--- src/design/feac_rx_params.svh ---
// Purpose: Offsets, field positions, reset values and sizes for the receive code block
// Assumes: 12-bit byte address, 16-bit register data
// Notes: Included by bare name from the design file
//
// Notes on behaviour
// - While the soft reset bit is 1 the queue is emptied, pops stop and incoming codes are dropped.
// - When the soft reset bit goes back to 0 the block resumes normal code handling.
// - Live status bit 3 is 1 when the queue holds no code and 0 otherwise.
// - Live status bit 1 follows the codeword detect indication from the receiver.
// - Live status bit 0 follows the all-ones idle indication from the receiver.
// - A code arriving while the queue cannot take it is lost and sets latched bit 2.
// - A 0 to 1 change of live detect sets latched bit 1.
// - A 0 to 1 change of live idle sets latched bit 0.
// - After any reset the latched idle bit reads as 1.
// - The interrupt is raised only when a latched bit, its enable and this port's global enable are all set.
// - Bit 7 of the output register reads 1 when the queue is empty, 0 when the code is valid.
// - The code sits in bits 5..0, first received bit in bit 0, last in bit 5.
// - Reading the output register pops the queue so the next code shows afterwards.
// - The register group sits at a base with high nibble 0, 2, 4 or 6 for ports one to four.
`ifndef FEAC_RX_PARAMS_SVH
`define FEAC_RX_PARAMS_SVH

// ----------------------------------------
// Register offsets within the port group
// ----------------------------------------
`define RXC_OFS_CONTROL 8'hd0
`define RXC_OFS_LIVE 8'hd4
`define RXC_OFS_LATCHED 8'hd6
`define RXC_OFS_IRQ_EN 8'hd8
`define RXC_OFS_OUTPUT 8'hdc

// ----------------------------------------
// Field positions
// ----------------------------------------
`define RXC_BIT_SOFT_RESET 0
`define RXC_BIT_EMPTY 3
`define RXC_BIT_DETECT 1
`define RXC_BIT_IDLE 0
`define RXC_BIT_OVERFLOW 2
`define RXC_BIT_INVALID 7

// ----------------------------------------
// Reset values and sizes
// ----------------------------------------
`define RXC_CONTROL_FIXED 16'h0800
`define RXC_LATCHED_RESET 3'h1
`define RXC_IRQ_EN_RESET 3'h0
`define RXC_CODE_WIDTH 6
`define RXC_QUEUE_DEPTH 16

`endif

--- src/design/feac_rx_pkg.sv ---
// Purpose: Types shared by the receive code block
// Assumes: The 6-bit code width is written out here and must match RXC_CODE_WIDTH in feac_rx_params.svh
// Notes: Nothing here is imported; users write feac_rx_pkg::name
package feac_rx_pkg;

  // Code word handed over by the codeword validator
  typedef struct packed {
    logic valid;
    logic [5:0] code;
  } rx_code_s;

  // Latched event bits in register order (bit 2..0)
  typedef struct packed {
    logic overflow;
    logic detect;
    logic idle;
  } event_bits_s;

endpackage

--- src/design/feac_rx_code.sv ---
// Purpose: Receive code queue, live and latched status, and host registers for one port
// Assumes: Codes arrive already validated, one cycle pulse per code
// Notes: Host reads return data in the cycle after the read strobe
//
// The strobed register port was decided locally.
`timescale 1ns/1ps
`include "feac_rx_params.svh"

// ----------------------------------------
// Code queue
// ----------------------------------------
module feac_code_queue #(
  parameter int WIDTH = 6,
  parameter int DEPTH = 16
)(
  input wire logic core_clk_i,
  input wire logic sys_rst_i,
  input wire logic flush_i,
  input wire logic in_valid_i,
  input wire logic [WIDTH-1:0] in_data_i,
  output logic in_ready_o,
  output logic out_valid_o,
  output logic [WIDTH-1:0] out_data_o,
  input wire logic out_ready_i
);
  localparam int AW = (DEPTH > 1) ? $clog2(DEPTH) : 1;

  typedef struct packed {
    logic [DEPTH-1:0][WIDTH-1:0] mem;
    logic [AW-1:0] wr_ptr;
    logic [AW-1:0] rd_ptr;
    logic [AW:0] count;
  } queue_state_s;

  queue_state_s state_reg;
  queue_state_s state_next;
  logic push;
  logic pop;

  function automatic logic [AW-1:0] ptr_step(input logic [AW-1:0] p);
    ptr_step = (p == AW'(DEPTH - 1)) ? '0 : p + 1'b1;
  endfunction

  always_comb
  begin
    state_next = state_reg;
    push = in_valid_i && (state_reg.count != (AW+1)'(DEPTH));
    pop = out_ready_i && (state_reg.count != '0);
    if (flush_i)
    begin
      // Flush beats both push and pop
      state_next.wr_ptr = '0;
      state_next.rd_ptr = '0;
      state_next.count = '0;
    end
    else
    begin
      if (push)
      begin
        state_next.mem[state_reg.wr_ptr] = in_data_i;
        state_next.wr_ptr = ptr_step(state_reg.wr_ptr);
      end
      if (pop)
      begin
        state_next.rd_ptr = ptr_step(state_reg.rd_ptr);
      end
      if (push && !pop)
      begin
        state_next.count = state_reg.count + 1'b1;
      end
      else if (pop && !push)
      begin
        state_next.count = state_reg.count - 1'b1;
      end
    end
  end

  always_ff @(posedge core_clk_i)
  begin
    if (sys_rst_i)
    begin
      state_reg <= '0;
    end
    else
    begin
      state_reg <= state_next;
    end
  end

  // Full is a state, so ready comes straight from the count
  assign in_ready_o = (state_reg.count != (AW+1)'(DEPTH));
  assign out_valid_o = (state_reg.count != '0);
  assign out_data_o = state_reg.mem[state_reg.rd_ptr];
endmodule

// ----------------------------------------
// Receive code block top
// ----------------------------------------
module feac_rx_code #(
  parameter logic [1:0] PORT_INDEX = 2'h0,
  parameter int QUEUE_DEPTH = `RXC_QUEUE_DEPTH
)(
  input wire logic core_clk_i,
  input wire logic sys_rst_i,
  input wire feac_rx_pkg::rx_code_s rx_code_i,
  output logic rx_code_ready_o,
  input wire logic codeword_detect_i,
  input wire logic alarm_idle_i,
  input wire logic [3:0] global_port_irq_enables_i,
  input wire logic [11:0] addr_i,
  input wire logic [15:0] wdata_i,
  input wire logic wr_i,
  input wire logic rd_i,
  output logic [15:0] rdata_o,
  output logic irq_o
);

  typedef struct packed {
    logic rx_code_soft_reset;
    logic codeword_detect_live;
    logic alarm_idle_live;
    feac_rx_pkg::event_bits_s latched;
    feac_rx_pkg::event_bits_s irq_en;
    logic [15:0] rdata;
    logic irq;
    logic ready;
  } top_state_s;

  top_state_s state_reg;
  top_state_s state_next;
  logic q_in_ready;
  logic q_out_valid;
  logic [`RXC_CODE_WIDTH-1:0] q_out_data;
  logic q_pop;
  logic q_push;
  logic hit;
  logic [7:0] ofs;
  logic code_queue_empty;
  logic [15:0] rd_value;
  feac_rx_pkg::event_bits_s set_bits;
  feac_rx_pkg::event_bits_s clr_bits;

  // Port group base: high nibble 0, 2, 4, 6
  assign hit = (addr_i[11:8] == {1'b0, PORT_INDEX, 1'b0});
  assign ofs = addr_i[7:0];
  assign code_queue_empty = !q_out_valid;

  // Pops only while not held in soft reset
  assign q_pop = rd_i && hit && (ofs == `RXC_OFS_OUTPUT) && !state_reg.rx_code_soft_reset;
  // Incoming codes dropped during soft reset
  assign q_push = rx_code_i.valid && !state_reg.rx_code_soft_reset;

  // Depth is a parameter; a push while full is refused
  feac_code_queue #(
    .WIDTH(`RXC_CODE_WIDTH),
    .DEPTH(QUEUE_DEPTH)
  ) u_queue (
    .core_clk_i(core_clk_i),
    .sys_rst_i(sys_rst_i),
    .flush_i(state_reg.rx_code_soft_reset),
    .in_valid_i(q_push),
    .in_data_i(rx_code_i.code),
    .in_ready_o(q_in_ready),
    .out_valid_o(q_out_valid),
    .out_data_o(q_out_data),
    .out_ready_i(q_pop)
  );

  always_comb
  begin
    state_next = state_reg;
    rd_value = 16'h0000;
    set_bits = '0;
    clr_bits = '0;

    // Live status tracks the receiver indications
    state_next.codeword_detect_live = codeword_detect_i;
    state_next.alarm_idle_live = alarm_idle_i;

    // Rising edges and lost codes
    set_bits.detect = codeword_detect_i && !state_reg.codeword_detect_live;
    set_bits.idle = alarm_idle_i && !state_reg.alarm_idle_live;
    set_bits.overflow = q_push && !q_in_ready;

    // Read mux
    case (ofs)
      `RXC_OFS_CONTROL:
      begin
        rd_value = `RXC_CONTROL_FIXED;
        rd_value[`RXC_BIT_SOFT_RESET] = state_reg.rx_code_soft_reset;
      end
      `RXC_OFS_LIVE:
      begin
        rd_value[`RXC_BIT_EMPTY] = code_queue_empty;
        rd_value[`RXC_BIT_DETECT] = state_reg.codeword_detect_live;
        rd_value[`RXC_BIT_IDLE] = state_reg.alarm_idle_live;
      end
      `RXC_OFS_LATCHED:
      begin
        rd_value[2:0] = state_reg.latched;
      end
      `RXC_OFS_IRQ_EN:
      begin
        rd_value[2:0] = state_reg.irq_en;
      end
      `RXC_OFS_OUTPUT:
      begin
        // Invalid flag and code, first received bit at bit 0
        rd_value[`RXC_BIT_INVALID] = code_queue_empty;
        rd_value[`RXC_CODE_WIDTH-1:0] = code_queue_empty ? '0 : q_out_data;
      end
      default:
      begin
        rd_value = 16'h0000;
      end
    endcase

    // Data stands only in the cycle after the strobe
    state_next.rdata = (rd_i && hit) ? rd_value : 16'h0000;

    if (wr_i && hit)
    begin
      case (ofs)
        `RXC_OFS_CONTROL:
        begin
          state_next.rx_code_soft_reset = wdata_i[`RXC_BIT_SOFT_RESET];
        end
        `RXC_OFS_LATCHED:
        begin
          clr_bits = wdata_i[2:0];
        end
        `RXC_OFS_IRQ_EN:
        begin
          state_next.irq_en = wdata_i[2:0];
        end
        default:
        begin
          state_next.irq_en = state_reg.irq_en;
        end
      endcase
    end

    // Set wins over a clear in the same cycle
    state_next.latched = (state_reg.latched & ~clr_bits) | set_bits;
    // Idle latch held set while soft reset is applied
    if (state_reg.rx_code_soft_reset)
    begin
      state_next.latched.idle = 1'b1;
    end

    state_next.irq = (|(state_next.latched & state_next.irq_en))
      && global_port_irq_enables_i[{PORT_INDEX}];
    // Ready lags the queue by one cycle; the overflow flag covers that edge
    state_next.ready = q_in_ready && !state_next.rx_code_soft_reset;
  end

  always_ff @(posedge core_clk_i)
  begin
    if (sys_rst_i)
    begin
      state_reg <= '0;
      state_reg.latched <= `RXC_LATCHED_RESET;
      state_reg.irq_en <= `RXC_IRQ_EN_RESET;
    end
    else
    begin
      state_reg <= state_next;
    end
  end

  assign rdata_o = state_reg.rdata;
  assign irq_o = state_reg.irq;
  assign rx_code_ready_o = state_reg.ready;
endmodule

--- config.mk ---
export PLATFORM = sky130hd
export DESIGN_NAME = feac_rx_code
export DESIGN_NICKNAME = d
export VERILOG_FILES = /design/src/design/feac_rx_pkg.sv /design/src/design/feac_rx_code.sv
export VERILOG_INCLUDE_DIRS = /design/src /design/src/design
export SDC_FILE = /design/constraint.sdc
export NUM_CORES = 1
export LEC_CHECK = 0
export BUFFER_PORTS_ARGS = -buffer_cell sky130_fd_sc_hd__buf_2
export CAP_MARGIN = 25
export CORE_ASPECT_RATIO = 1.4
export CORE_MARGIN = 8
export CORE_UTILIZATION = 63
export DETAILED_ROUTE_END_ITERATION = 6
export GPL_TIMING_DRIVEN = 1
export PLACE_DENSITY = 0.86
export SLEW_MARGIN = 5
export SYNTH_ARGS = -nofsm -noshare
export SYNTH_HDL_FRONTEND = slang
export SYNTH_SLANG_ARGS = --single-unit
--- constraint.sdc ---
create_clock -name core_clk_i -period 5.2 [get_ports core_clk_i]
set_input_delay 0.78 -clock core_clk_i [delete_from_list [all_inputs] [get_ports core_clk_i]]
set_output_delay 0.78 -clock core_clk_i [all_outputs]
set_load 0.005 [all_outputs]
==> results.json, run 1 <==
{
  "fillcell_total": 643,
  "grtUsageTotal_pct": 23.1,
  "floorplan.core_area_um2": 9350,
  "first_iter_violations": 374,
  "drive_above_1_share_pct": 17.0,
  "ctsResizeCount": 0,
  "startpoint_type": "input port",
  "die_height_um": 131,
  "hpwlAfterDp_um": 9240,
  "floorplan.initialDensity_pct": 64.0,
  "synthArstFlopShare_pct": 0,
  "crit_path_start": "addr_i[9]",
  "maxSlewViolCount": 0,
  "gp_routability_congestion": 0.886,
  "post-route-drc-count": 0,
  "cell_type_with_the_largest_total_area_after_synthesis": "dfxtp_1",
  "power.share.clock_pct": 49.7,
  "route.vias.total": 4455,
  "synth.most_common_cell": "dfxtp_1",
  "numClockSinks": 128,
  "cp_slowest_stage_delay_ns": 0.59,
  "leakagePower_nw": 2.62,
  "min_delay_path_depth": 2,
  "worst_slack_ns": 1.84,
  "switchingPower_mw": 0.603,
  "rows": 42,
  "unrepaired_setup_endpoints_after_global_routing": "false",
  "initial_antenna_violation_count": 1,
  "ant_nets": 0,
  "grt_pass1_vias": 4719,
  "combPwrFrac_pct": 10.0,
  "buffer_ports.inserted": 38,
  "tightest_slew_ns": 1.05,
  "avgSynthCellArea_um2": 10.1,
  "holdCritStartpoint": "u_queue.state_reg[73]",
  "ff2ff_setup_slack_ns": 2.00,
  "top_cell_type_s_share_of_synthesized_area_pct": 42.8,
  "htree_num_levels": 4,
  "crit_slowest_cell": "nor4_1",
  "timing.fmax_mhz": 298,
  "grt_first_pass_wirelength_um": 23300,
  "totalNegativeSetupSlack_ns": 0,
  "post_synthesis_instance_area_um2": 5990,
  "timing.slew.headroom_pct": 30.1,
  "insertion_delay_ns": 0.42,
  "finalSetupViolCount": 0,
  "synthTopCellsByCount": "128 x dfxtp_1, 118 x nor2_1, 108 x mux2i_1",
  "grt_remaining_overflow": 0,
  "synth_flop_cell": "dfxtp_1",
  "startpoint_of_the_lowest_slack_register_to_register_path": "u_queue.state_reg[0]",
  "clock-root-buffer": "clkbuf_16",
  "worst-r2r-cell-count": 11,
  "synthTopCellsByArea": "dfxtp_1 43%, mux2i_1 18%, mux4_2 9.8%",
  "internal_power_mw": 1.98,
  "syn_inst": 592,
  "die_w_um": 98.4,
  "ctsLongestPathBuffers": 2,
  "worstSetupPathType": "input port to register",
  "drv_cap": 0,
  "cp.arrival_ns": 3.70,
  "hold_fails_final_rpt": 0,
  "layout-area-overhead-vs-synth_pct": 11.7,
  "yosysSeqAreaShare_pct": 42.8,
  "critical_path_cell_by_cell": "buf_2 -> nor4_1 -> nand3b_1 -> or4_4 -> ha_1 -> inv_1 -> ha_1 -> a21o_1 -> a21oi_1 -> xnor2_1 -> or3_1 -> a21oi_1",
  "clk_pin_slew_ns": 0.06,
  "clock_skew_ns": 0.00683,
  "largest_register_ff_count": 109,
  "outcome": "completed",
  "drt_via_density": 6.21,
  "ir_worst_vdd_mv": 0.248,
  "cts_made_buffers": 17,
  "synth.lib_cells_used.distinct": 54,
  "postCtsSetupBuffers": 0,
  "cts.hold.buffers_added": 0,
  "fin_crit_sh_pct": 64.6,
  "route.detailed.wl_per_inst_um": 20.1,
  "worst_setup_path_end_kind": "register",
  "pin_count_of_the_biggest_net_entering_global_routing": 107,
  "ant_cells": 0,
  "sw_frac_of_total_pct": 23.3,
  "min_period_ns": 3.36,
  "top_level_ports": 63,
  "power.share.sequential_pct": 40.2,
  "synth_enable_flop_cells": 0,
  "powerDensity_nw_per_um2": 387,
  "post-place-ws_ns": 1.52,
  "post_layout_net_count": 649,
  "dieArea_um2": 12900,
  "required_ns": 5.55,
  "min_path_type": "register to register",
  "first_pass_iters": 5,
  "route.final.wire_length_um": 14400,
  "synth.yosys.warnings": 0,
  "clock_tree_from_tritoncts": "built",
  "worstPathMaxFanout": 8,
  "ys_ff_latch": 128
}
-- worst paths after layout --
path | to
worst min register to register | u_queue.state_reg[73]
worst min-delay path | u_queue.state_reg[73]
worst max-delay path | u_queue.state_reg[4]
worst max register to register | u_queue.state_reg[4]
-- area by class of cell --
cell class,instances,area [um^2],share of cell area (%)
Clock inverter,10,184,2.75
Tap cell,110,138,2.06
Inverter,8,30.0,0.449
Clock buffer,22,454,6.79
Multi-Input combinational cell,397,3100,46.3
Sequential cell,128,2560,38.3
Timing Repair Buffer,42,220,3.29
-- logic make-up (layout without fill, tap and decap cells) --
| kind of cell | Yosys count | in the layout | synth area share, % |
|---|---|---|---|
| AND/OR/NAND/NOR | 198 | 198 | 15.8 |
| buffers and inverters | 74 | 82 | 5.91 |
| multiplexers | 135 | 135 | 28.0 |
| adder cells (fa/ha/maj) | 10 | 10 | 2.21 |
| AO/OA/AOI/OAI | 39 | 39 | 4.24 |
| XOR/XNOR | 7 | 7 | 1.02 |
| other | 1 | 8 | 0.0626 |
| flip-flops | 128 | 128 | 42.8 |
-- through the flow --
step	hold WS (ns)	cells	power, mW	area [um^2]	util, %
final	0.488	717	2.59	6690	71.5
after global routing	0.516	717	2.66	6690	71.5
after CTS	0.492	717	2.60	6690	71.5
after detailed placement	0.479	685	1.31	6050	64.7
after global placement	0.467	685	1.29	6050	64.7
after floorplan	0.455	599	1.25	6020	-
-- per-layer routing --
| metal | global-route usage [%] | up-vias | routed length (um) |
|---|---|---|---|
| met3 | 7.45 | 54 | 903 |
| met4 | 16.2 | 2 | 654 |
| met5 | 0 | - | 9 |
| li1 | - | 2048 | - |
| met2 | 40.4 | 174 | 7510 |
| met1 | 22.3 | 2177 | 5320 |
-- critical path: cells and delay by family --
family          cells  cell delay [ns]
compound gates      3             0.51
buf+inv             2             0.24
simple gates        4             1.55
fa+ha+maj           2             0.54
xor+xnor            1             0.09
-- cells in the final DEF, fill, tap and decap left out, types with 4 or more instances in the layout --
| master | n |
|---|---|
| dfxtp_1 | 128 |
| nor2_1 | 118 |
| mux2i_1 | 108 |
| buf_2 | 38 |
| mux4_2 | 26 |
| clkbuf_16 | 17 |
| a21oi_1 | 16 |
| nand2_1 | 15 |
| and3_1 | 15 |
| nor2b_1 | 9 |
| ha_1 | 9 |
| inv_1 | 8 |
| conb_1 | 8 |
| nand3_1 | 7 |
| nor3_1 | 6 |
| or3_1 | 5 |
| bufinv_16 | 5 |
| xnor2_1 | 4 |
| o21ai_0 | 4 |
| and4_1 | 4 |
| clkbuf_1 | 4 |
| buf_4 | 4 |
-- power groups by stage --
stage | registers [mW] | clock network [mW] | logic (mW)
after floorplan | 1.05 | 0 | 0.194
after global placement | 1.06 | 0 | 0.238
after detailed placement | 1.06 | 0 | 0.252
after CTS | 1.04 | 1.30 | 0.258
after global routing | 1.04 | 1.34 | 0.280
final | 1.04 | 1.29 | 0.260
(Power assumes the default switching activity.)
==> run 2: changes to the inputs <==
CORE_UTILIZATION = 59   (was 63)
PLACE_DENSITY = 0.81   (was 0.86)
clock period = 3.4 ns   (was 5.2 ns; I/O delays follow)
==> run 2 against run 1 <==
Net effect:
- register-to-register slack lost 1.5 ns
- sequential power grew 53%
- count of clock-buffer cells in the layout grew 1
- via count shrank 2.5%
- hold slack lost 0.17 ns
- core utilization shrank 3.9 points
- clock skew grew 0.0033 ns
- cell count grew 4.0%
- sequential cell count is the same
- critical path depth shrank 1
- clock power grew 38%
- global-route usage shrank 2.5 points
- largest power group unchanged
==> results.json, run 2 (synthesis gave the netlist of run 1 again) <==
{
  "route.detailed.wl_per_inst_um": 18.2,
  "drive_above_1_share_pct": 17.7,
  "fin_crit_sh_pct": 86.6,
  "required_ns": 3.75,
  "die_w_um": 101,
  "floorplan.core_area_um2": 9900,
  "cts_made_buffers": 17,
  "worst_setup_path_end_kind": "register",
  "mostFrequentLayoutCell": "dfxtp_1",
  "design_area_um2": 6700,
  "first_pass_iters": 5,
  "startpoint_of_the_lowest_slack_register_to_register_path": "u_queue.state_reg[0]",
  "die_height_um": 135,
  "grtUsageTotal_pct": 20.6,
  "critical_path_cell_by_cell": "nor4_1 -> nor2b_1 -> or4_4 -> ha_1 -> inv_1 -> fa_1 -> a21o_1 -> a21oi_1 -> xnor2_1 -> or3_1 -> a21oi_1",
  "hold_fails_final_rpt": 0,
  "ant_nets": 0,
  "worstPathMaxFanout": 8,
  "grt_pass1_vias": 4405,
  "clk_pin_slew_ns": 0.05,
  "ctsResizeCount": 0,
  "initial_antenna_violation_count": 0,
  "finalSetupViolCount": 0,
  "buffer_ports.inserted": 38,
  "cts.hold.buffers_added": 0,
  "timing.fmax_mhz": 340,
  "worst-r2r-cell-count": 11,
  "timing.slew.headroom_pct": 47.9,
  "cp_slowest_stage_delay_ns": 0.41,
  "totalNegativeSetupSlack_ns": 0,
  "grt_first_pass_wirelength_um": 21800,
  "first_iter_violations": 284,
  "holdCritStartpoint": "codeword_detect_i",
  "worst_hold_path.endpoint": "state_reg[25]",
  "crit_buf_inv": 1,
  "tightest_slew_ns": 0.782,
  "ir_worst_vdd_mv": 0.395,
  "ff2ff_setup_slack_ns": 0.46,
  "postCtsSetupBuffers": 0,
  "route.vias.total": 4345,
  "clock_skew_ns": 0.0101,
  "pin_count_of_the_biggest_net_entering_global_routing": 82,
  "outcome": "completed",
  "min_path_type": "input port to register",
  "htree_num_levels": 4,
  "grt_remaining_overflow": 0,
  "floorplan.initialDensity_pct": 60.5,
  "min_period_ns": 2.94,
  "startpoint_type": "register",
  "placed_area_um2": 6110,
  "clock_tree_from_tritoncts": "built",
  "cp.arrival_ns": 3.29,
  "maxSlewViolCount": 0,
  "fillcell_total": 738,
  "clock-root-buffer": "clkbuf_16",
  "crit_slowest_cell": "nor4_1",
  "ctsLongestPathBuffers": 2,
  "crit_top_cell": "a21oi_1",
  "leakagePower_nw": 2.62,
  "powerDensity_nw_per_um2": 563,
  "unrepaired_setup_endpoints_after_global_routing": "false",
  "route.final.wire_length_um": 13600,
  "gp_routability_congestion": 0.850,
  "layout-area-overhead-vs-synth_pct": 11.8,
  "drv_cap": 0,
  "numClockSinks": 128,
  "insertion_delay_ns": 0.42,
  "mostFrequentLayoutCells": "128 x dfxtp_1, 118 x nor2_1, 108 x mux2i_1",
  "rows": 43,
  "min_delay_path_depth": 2,
  "top_level_ports": 63,
  "critPathTopFamily": "simple AND/OR/NAND/NOR gates",
  "hpwlAfterDp_um": 9400,
  "post_layout_net_count": 653,
  "worstSetupPathType": "register to register",
  "post-route-drc-count": 0,
  "largest_register_ff_count": 109,
  "ant_cells": 0,
  "drt_via_density": 5.82,
  "timing.rr.end": "u_queue.state_reg[4]",
  "dieArea_um2": 13700
}
-- run 2: stage by stage --
stage / utilization [%] / std cells / hold WS, ns / worst slack [ns] / power (mW)
finish: 67.6 / 746 / 0.321 / 0.456 / 3.77
global placement: 61.7 / 714 / 0.467 / 0.179 / 1.99
global route: 67.6 / 746 / 0.325 / 0.246 / 3.89
detailed placement: 61.7 / 714 / 0.479 / 0.0886 / 2.01
floorplan: - / 599 / 0.455 / 0.240 / 1.91
CTS: 67.6 / 746 / 0.319 / 0.470 / 3.78
-- run 2: power breakdown --
group          total, mW  switching [mW]  internal [mW]  leakage [nW]
sequential          1.59          0.0419           1.55          1.03
clock               1.78           0.646           1.13         0.280
combinational      0.399           0.224          0.175          1.31
total               3.77           0.912           2.86          2.62
-- run 2: area by class of cell --
class	instances	area (um^2)	area share [%]
Multi-Input combinational cell	397	3100	46.3
Inverter	8	30.0	0.449
Tap cell	135	169	2.52
Clock inverter	9	106	1.59
Sequential cell	128	2560	38.3
Timing Repair Buffer	46	250	3.74
Clock buffer	23	478	7.14
-- run 2: per-layer routing --
metal / part of all wire (%) / track usage [%] / vias up
met5: 0 / 0 / -
met4: 2.6 / 8.98 / 0
met3: 6.0 / 6.12 / 30
met2: 53 / 37.2 / 130
met1: 38 / 21.3 / 2136
li1: - / - / 2049
-- run 2: how the worst max path moves through the flow --
stage | start | end | cells past startpoint
after floorplan | addr_i[5] | u_queue.state_reg[4] | 13
after global placement | addr_i[5] | u_queue.state_reg[4] | 12
after detailed placement | addr_i[5] | u_queue.state_reg[4] | 12
after CTS | u_queue.state_reg[0] | u_queue.state_reg[4] | 11
after global routing | u_queue.state_reg[0] | u_queue.state_reg[4] | 11
final | u_queue.state_reg[0] | u_queue.state_reg[4] | 11
